## src/design/sssc_defines.vh

```
// Purpose: Shared constants for the safety switch start control
// Assumes: 100 MHz system clock
// Notes:   Start times in ms, cycle counts derived from them; pulse window given directly in cycles
`ifndef SSSC_DEFINES_VH
`define SSSC_DEFINES_VH

`define SSSC_CLK_HZ           100000000
`define SSSC_START_MIN_MS     100
`define SSSC_START_MAX_MS     2000
`define SSSC_MS_CYCLES        (`SSSC_CLK_HZ / 1000)
`define SSSC_START_MIN_CYC    (`SSSC_START_MIN_MS * `SSSC_MS_CYCLES)
`define SSSC_START_MAX_CYC    (`SSSC_START_MAX_MS * `SSSC_MS_CYCLES)
`define SSSC_PULSE_CNT_W      8
`define SSSC_PULSE_SEEN_MIN   8'h03
`define SSSC_PULSE_WIN_CYC    200000
`define SSSC_ST_IDLE          2'h0
`define SSSC_ST_ARMED         2'h1
`define SSSC_ST_ON            2'h2

`endif

```

## src/design/sssc_sync.v

```verilog
// Purpose: Two flip-flop synchroniser for pin inputs
// Assumes: Single clock domain
// Notes:   First stage feeds only the second stage
`timescale 1ns/1ps
module sssc_sync #(
	parameter W = 1
) (
	// Clock and reset
	input  wire         sys_clk,
	input  wire         reset,
	// Data
	input  wire [W-1:0] din,
	output reg  [W-1:0] dout
);
	reg [W-1:0] stage1;

	always @(posedge sys_clk or posedge reset) begin
		if (reset) begin
			stage1 <= {W{1'b0}};
			dout   <= {W{1'b0}};
		end else begin
			stage1 <= din;
			dout   <= stage1;
		end
	end
endmodule

```

## src/design/sssc_start_ctrl.v

```verilog
// Purpose: Startup selection, start pulse timing and safety output enable
// Assumes: Actuator detection comes from the coding logic on the same clock
// Notes:   Test pulses are made here on both channels; channel A loopback allows autostart only with 3 pulses per window, not the default 2
`timescale 1ns/1ps
`include "sssc_defines.vh"
module sssc_start_ctrl #(
	parameter START_MIN_CYC = `SSSC_START_MIN_CYC,
	parameter START_MAX_CYC = `SSSC_START_MAX_CYC,
	parameter PULSE_WIN_CYC = `SSSC_PULSE_WIN_CYC,
	parameter TEST_PERIOD   = 100000
) (
	// Clock and reset
	input  wire sys_clk,
	input  wire reset,
	// Actuator status from coding logic
	input  wire actuator_in_range,
	input  wire actuator_code_valid,
	// Pins
	input  wire start_pin,
	input  wire safety_in_chan_a,
	input  wire safety_in_chan_b,
	// Actuator link
	output reg  actuator_power_en,
	output reg  actuator_data_en,
	// Outputs
	output reg  safety_out_chan_a,
	output reg  safety_out_chan_b,
	output reg  diag_signal_out,
	output reg  auto_mode
);

	// ------------------------------------------------------------
	// Decode helpers
	// ------------------------------------------------------------
	// One place for the on-state decode, used by mode and outputs
	function is_on;
		input [1:0] st;
		begin
			is_on = (st == `SSSC_ST_ON);
		end
	endfunction

	reg  [1:0] state;
	reg  [1:0] next_state;

	// ------------------------------------------------------------
	// Input synchronisation
	// ------------------------------------------------------------
	wire [2:0] pins_s;
	wire       start_s = pins_s[0];
	wire       in_a_s  = pins_s[1];
	wire       in_b_s  = pins_s[2];

	sssc_sync #(.W(3)) u_sync (
		.sys_clk (sys_clk),
		.reset   (reset),
		.din     ({safety_in_chan_b, safety_in_chan_a, start_pin}),
		.dout    (pins_s)
	);

	// ------------------------------------------------------------
	// Test pulse generator
	// ------------------------------------------------------------
	// Short low pulse on enabled outputs; also the loopback signature
	reg  [31:0] test_cnt;
	reg         test_low;
	always @(posedge sys_clk or posedge reset) begin
		if (reset) begin
			test_cnt <= 32'h0;
			test_low <= 1'b0;
		end else if (test_cnt == TEST_PERIOD - 1) begin
			test_cnt <= 32'h0;
			test_low <= 1'b1;
		end else begin
			test_cnt <= test_cnt + 32'h1;
			if (test_cnt == 32'h3)
				test_low <= 1'b0;
		end
	end

	// ------------------------------------------------------------
	// Startup mode detection
	// ------------------------------------------------------------
	// Loopback seen as start input dipping while channel A pulses low
	reg                          start_d;
	reg                          win_on;
	reg  [31:0]                  win_cnt;
	reg  [`SSSC_PULSE_CNT_W-1:0] hit_cnt;
	wire match = test_low & ~start_s & start_d;

	// Outputs that are off send no pulses back, so only windows spent fully on
	// decide; a wiring change made while off shows once the outputs are on again
	always @(posedge sys_clk or posedge reset) begin
		if (reset) begin
			start_d   <= 1'b0;
			win_on    <= 1'b0;
			win_cnt   <= 32'h0;
			hit_cnt   <= {`SSSC_PULSE_CNT_W{1'b0}};
			auto_mode <= 1'b0;
		end else begin
			start_d <= start_s;
			if (win_cnt == PULSE_WIN_CYC - 1) begin
				win_cnt <= 32'h0;
				win_on  <= is_on(state);
				if (win_on && is_on(state))
					auto_mode <= (hit_cnt >= `SSSC_PULSE_SEEN_MIN);
				hit_cnt <= {`SSSC_PULSE_CNT_W{1'b0}};
			end else begin
				win_cnt <= win_cnt + 32'h1;
				if (!is_on(state))
					win_on <= 1'b0;
				if (match && hit_cnt != {`SSSC_PULSE_CNT_W{1'b1}})
					hit_cnt <= hit_cnt + 1'b1;
			end
		end
	end

	// ------------------------------------------------------------
	// Start pulse timing
	// ------------------------------------------------------------
	reg  [31:0] high_cnt;
	wire        fall = start_d & ~start_s;
	wire        pulse_ok = (high_cnt >= START_MIN_CYC) && (high_cnt <= START_MAX_CYC);
	always @(posedge sys_clk or posedge reset) begin
		if (reset)
			high_cnt <= 32'h0;
		else if (!start_s)
			high_cnt <= 32'h0;
		else if (high_cnt <= START_MAX_CYC)
			high_cnt <= high_cnt + 32'h1;
	end

	// A press must begin after arming, so a button held through arming never starts
	reg start_rose;
	always @(posedge sys_clk or posedge reset) begin
		if (reset)
			start_rose <= 1'b0;
		else if (state == `SSSC_ST_ARMED && start_s && !start_d)
			start_rose <= 1'b1;
		else if (state != `SSSC_ST_ARMED)
			start_rose <= 1'b0;
	end

	wire start_cmd = fall & pulse_ok & start_rose & ~auto_mode;

	// ------------------------------------------------------------
	// Output enable state machine
	// ------------------------------------------------------------
	wire chain_ok = in_a_s & in_b_s;
	wire act_ok   = actuator_in_range & actuator_code_valid;
	always @* begin
		next_state = state;
		case (state)
			`SSSC_ST_IDLE: begin
				if (act_ok && chain_ok)
					next_state = auto_mode ? `SSSC_ST_ON : `SSSC_ST_ARMED;
			end
			`SSSC_ST_ARMED: begin
				if (!act_ok || !chain_ok)
					next_state = `SSSC_ST_IDLE;
				else if (auto_mode)
					next_state = `SSSC_ST_ON;
				else if (start_cmd)
					next_state = `SSSC_ST_ON;
			end
			`SSSC_ST_ON: begin
				if (!act_ok || !chain_ok)
					next_state = `SSSC_ST_IDLE;
			end
			default: next_state = `SSSC_ST_IDLE;
		endcase
	end


	// ------------------------------------------------------------
	// State and safety outputs
	// ------------------------------------------------------------
	// Both channels drop together for the test pulse, so the pair never disagrees
	always @(posedge sys_clk or posedge reset) begin
		if (reset) begin
			state             <= `SSSC_ST_IDLE;
			safety_out_chan_a <= 1'b0;
			safety_out_chan_b <= 1'b0;
			diag_signal_out   <= 1'b0;
		end else begin
			state             <= next_state;
			safety_out_chan_a <= is_on(next_state) & ~test_low;
			safety_out_chan_b <= is_on(next_state) & ~test_low;
			diag_signal_out   <= ~actuator_in_range;
		end
	end

	// ------------------------------------------------------------
	// Actuator link
	// ------------------------------------------------------------
	// Power and data follow presence alone; the coding check needs them running
	always @(posedge sys_clk or posedge reset) begin
		if (reset) begin
			actuator_power_en <= 1'b0;
			actuator_data_en  <= 1'b0;
		end else begin
			actuator_power_en <= actuator_in_range;
			actuator_data_en  <= actuator_in_range;
		end
	end
endmodule

```

## config.mk

```make
export PLATFORM = sky130hd
export DESIGN_NAME = sssc_start_ctrl
export DESIGN_NICKNAME = d
export VERILOG_FILES = /design/src/design/sssc_sync.v /design/src/design/sssc_start_ctrl.v
export VERILOG_INCLUDE_DIRS = /design/src /design/src/design
export SDC_FILE = /design/constraint.sdc
export NUM_CORES = 1
export LEC_CHECK = 0
export ABC_AREA = 1
export BUFFER_PORTS_ARGS = -buffer_cell sky130_fd_sc_hd__buf_2
export CAP_MARGIN = 30
export CORE_AREA = 2 2 103 180
export CTS_BUF_LIST = sky130_fd_sc_hd__clkbuf_2 sky130_fd_sc_hd__clkbuf_4 sky130_fd_sc_hd__clkbuf_8
export CTS_CLUSTER_SIZE = 25
export DETAILED_ROUTE_END_ITERATION = 8
export DIE_AREA = 0 0 105 182
export HOLD_SLACK_MARGIN = 0.12
export SYNTH_ARGS = -nofsm -noshare
export SYNTH_HDL_FRONTEND = slang
export SYNTH_SLANG_ARGS = --single-unit
```

## constraint.sdc

```tcl
create_clock -name sys_clk -period 6.26 [get_ports sys_clk]
set_input_delay 0.313 -clock sys_clk [delete_from_list [all_inputs] [get_ports sys_clk]]
set_output_delay 0.313 -clock sys_clk [all_outputs]
set_load 0.005 [all_outputs]
```

==> reports/metrics.cfg <==
[floorplan]
rows = 65
dieArea_um2 = 19100
core_um2 = 17700
initial_core_util = 0.393
io_pins = 13
die_y_um = 182
fp.dieW_um = 105

[cts]
clk_latency_ps = 470
clk_pin_slew_ps = 80
postCtsSetupRepairBufs = 0
clockBufferDepth = 2
cts_made_buffers = 17
h-tree-depth = 4
cts_sinks = 120
cts.root.buffer_cell = clkbuf_8
tritoncts = built

[final_layout]
layout_commonest_cell = nand2_1
layout-area-overhead-vs-synth_pct = 10.4
nets = 986
num_antenna_cells = 0
postLayoutCoreUtil = 0.433
layout_common_cells = 228 x nand2_1, 165 x nor2_1, 137 x inv_1
drive_gt1_frac = 0.0780

[global_route]
grt_usage = 0.214
overflow = 0
grt_start_max_net_pins = 66
grt_pass1_wl_um = 31700
grt_pass1_vias = 6318
antenna_found_initial = 0

[placed_design]
preCtsSetupSlack_ps = 3840
dp_hpwl_um = 14500
finalWeightedCongestion = 1.02
port_buffers = 12

[power]
power.density_nw_per_um2 = 204
peakVddDrop_uv = 106
power_mw = 1.57
p_leak_nw = 3.67

[setup_path]
cp_max_fo = 12
ff2ff_setup_slack_ps = 3890
worstPathRequired_ps = 6620
end_kind = flip-flop
path_class = flip-flop to flip-flop
cp.arrival_ps = 2730
start_kind = flip-flop

[yosys]
synthCells = 950
syn_area_um2 = 6960
synth_fp_nets = 962
ys_ff_latch = 120
yosysSeqAreaShare = 0.431
yosysWarnings = 0
avgSynthCellArea_um2 = 7.33
synth_cell_types = 28

[sta]
period_minus_slack_ps = 2370
relSlewSlack = 0.439
slew_viol_final = 0
rsz0062_at_grt = false
setup_viol = 0
skew_ps = 13.8
layout_worst_path_cycle_share = 0.379
worstMarginPinSlew_ps = 842
clock.fmax_mhz = 421
totalNegativeSetupSlack_ps = 0
fin_ws_ps = 3890
final_hold_viol_count = 0

[detailed_routing]
ant_nets = 0
drc_errors = 0
first_pass_iters = 4
drt_iter0_drc = 327
wirelength_um = 19000
avgRoutedWirePerCell_um = 15.6
vias = 6185
viasPerCell = 5.07

[min_path]
holdCritPathClass = input pin to flip-flop

[status]
status = finished clean

[flow_run]
cap_violations = 0

==> worst max-delay path, cell delays in order (launching register included) <==
cell      delay (ps)
dfrtp_1          420
ha_1             270
nand2_1           90
nor2_2           310
nand4_1          170
nor2_1           590
inv_1            220
nand3b_1         140
nand2_1           50
==> final timing paths <==
check	from	end	cells past startpoint
min in group asynchronous	reset	high_cnt[1]	3
hold / removal	actuator_code_valid	state[0]	5
setup / recovery	win_cnt[0]	hit_cnt[7]	8
setup reg to reg	win_cnt[0]	hit_cnt[7]	8
hold reg to reg	u_sync.stage1[0]	u_sync.dout[0]	0
max in group asynchronous	reset	hit_cnt[7]	4
==> kinds of logic (layout without fill, tap and decap cells) <==
logic type / Yosys count / in the layout / share of synthesized area
buf+inv: 154 / 191 / 0.0917
flops: 120 / 120 / 0.431
simple gates: 571 / 571 / 0.360
xor+xnor: 57 / 57 / 0.0717
compound gates: 43 / 43 / 0.0367
fa+ha+maj: 5 / 5 / 0.00899
==> final cells by class <==
type                    instances  area (µm²)
fillers                      1894       10000
multi-input cells             676        3320
flip-flops and latches        120        3000
inverters                     140         528
well taps                     234         293
clock buffers                  18         241
clock inverters                14         173
repair buffers                 19         125
==> state kept, by name (all words and copies together), names as in the netlist <==
signal	flops
high_cnt	32
test_cnt	32
win_cnt	32
hit_cnt	8
u_sync.dout	3
u_sync.stage1	3
state	2
actuator_data_en	1
auto_mode	1
diag_signal_out	1
safety_out_chan_b	1
start_d	1
start_rose	1
test_low	1
win_on	1
==> Yosys cell counts (all sizes together) <==
cell type / number / share of area
nor3: 38 / 0.027
a21oi: 15 / 0.011
buf: 11 / 0.015
xnor2: 18 / 0.023
clkbuf: 3 / 0.0016
dfrtp: 120 / 0.43
nand2: 231 / 0.13
or2: 3 / 0.0027
nor3b: 3 / 0.0032
nand3b: 1 / 0.0011
o21ai: 27 / 0.025
nor2: 171 / 0.095
nor4: 21 / 0.019
a21o: 1 / 0.0011
ha: 5 / 0.0090
nand3: 63 / 0.050
nand4: 40 / 0.036
xor2: 39 / 0.049
inv: 140 / 0.075
==> stage by stage <==
stage / instance area (µm²) / std cells / hold slack (ps)
after floorplan: 6960 / 950 / 331
after detailed placement: 7220 / 1184 / 336
after global placement: 7220 / 1184 / 333
after CTS: 7680 / 1221 / 222
final: 7680 / 1221 / 213
after global routing: 7680 / 1221 / 244
==> layer usage <==
metal,share of wire,up-vias,track usage
met2,0.55,143,0.400
met5,0,-,0
met1,0.35,2883,0.204
li1,-,3070,-
met4,0.070,0,0.156
met3,0.025,89,0.0395
==> timing repair <==
item / in CTS / in global routing
resized for setup: 0 / 0
hold buffers: 5 / 0
endpoints found under the hold margin: 69 / 0
==> report_power, final <==
group	internal (mW)	leakage, nW	switching (mW)
Combinational	0.00864	1.84	0.0257
Sequential	0.779	1.62	0.00391
Clock	0.400	0.207	0.348
Total	1.19	3.67	0.377
Power figures use the tool's default switching activity.
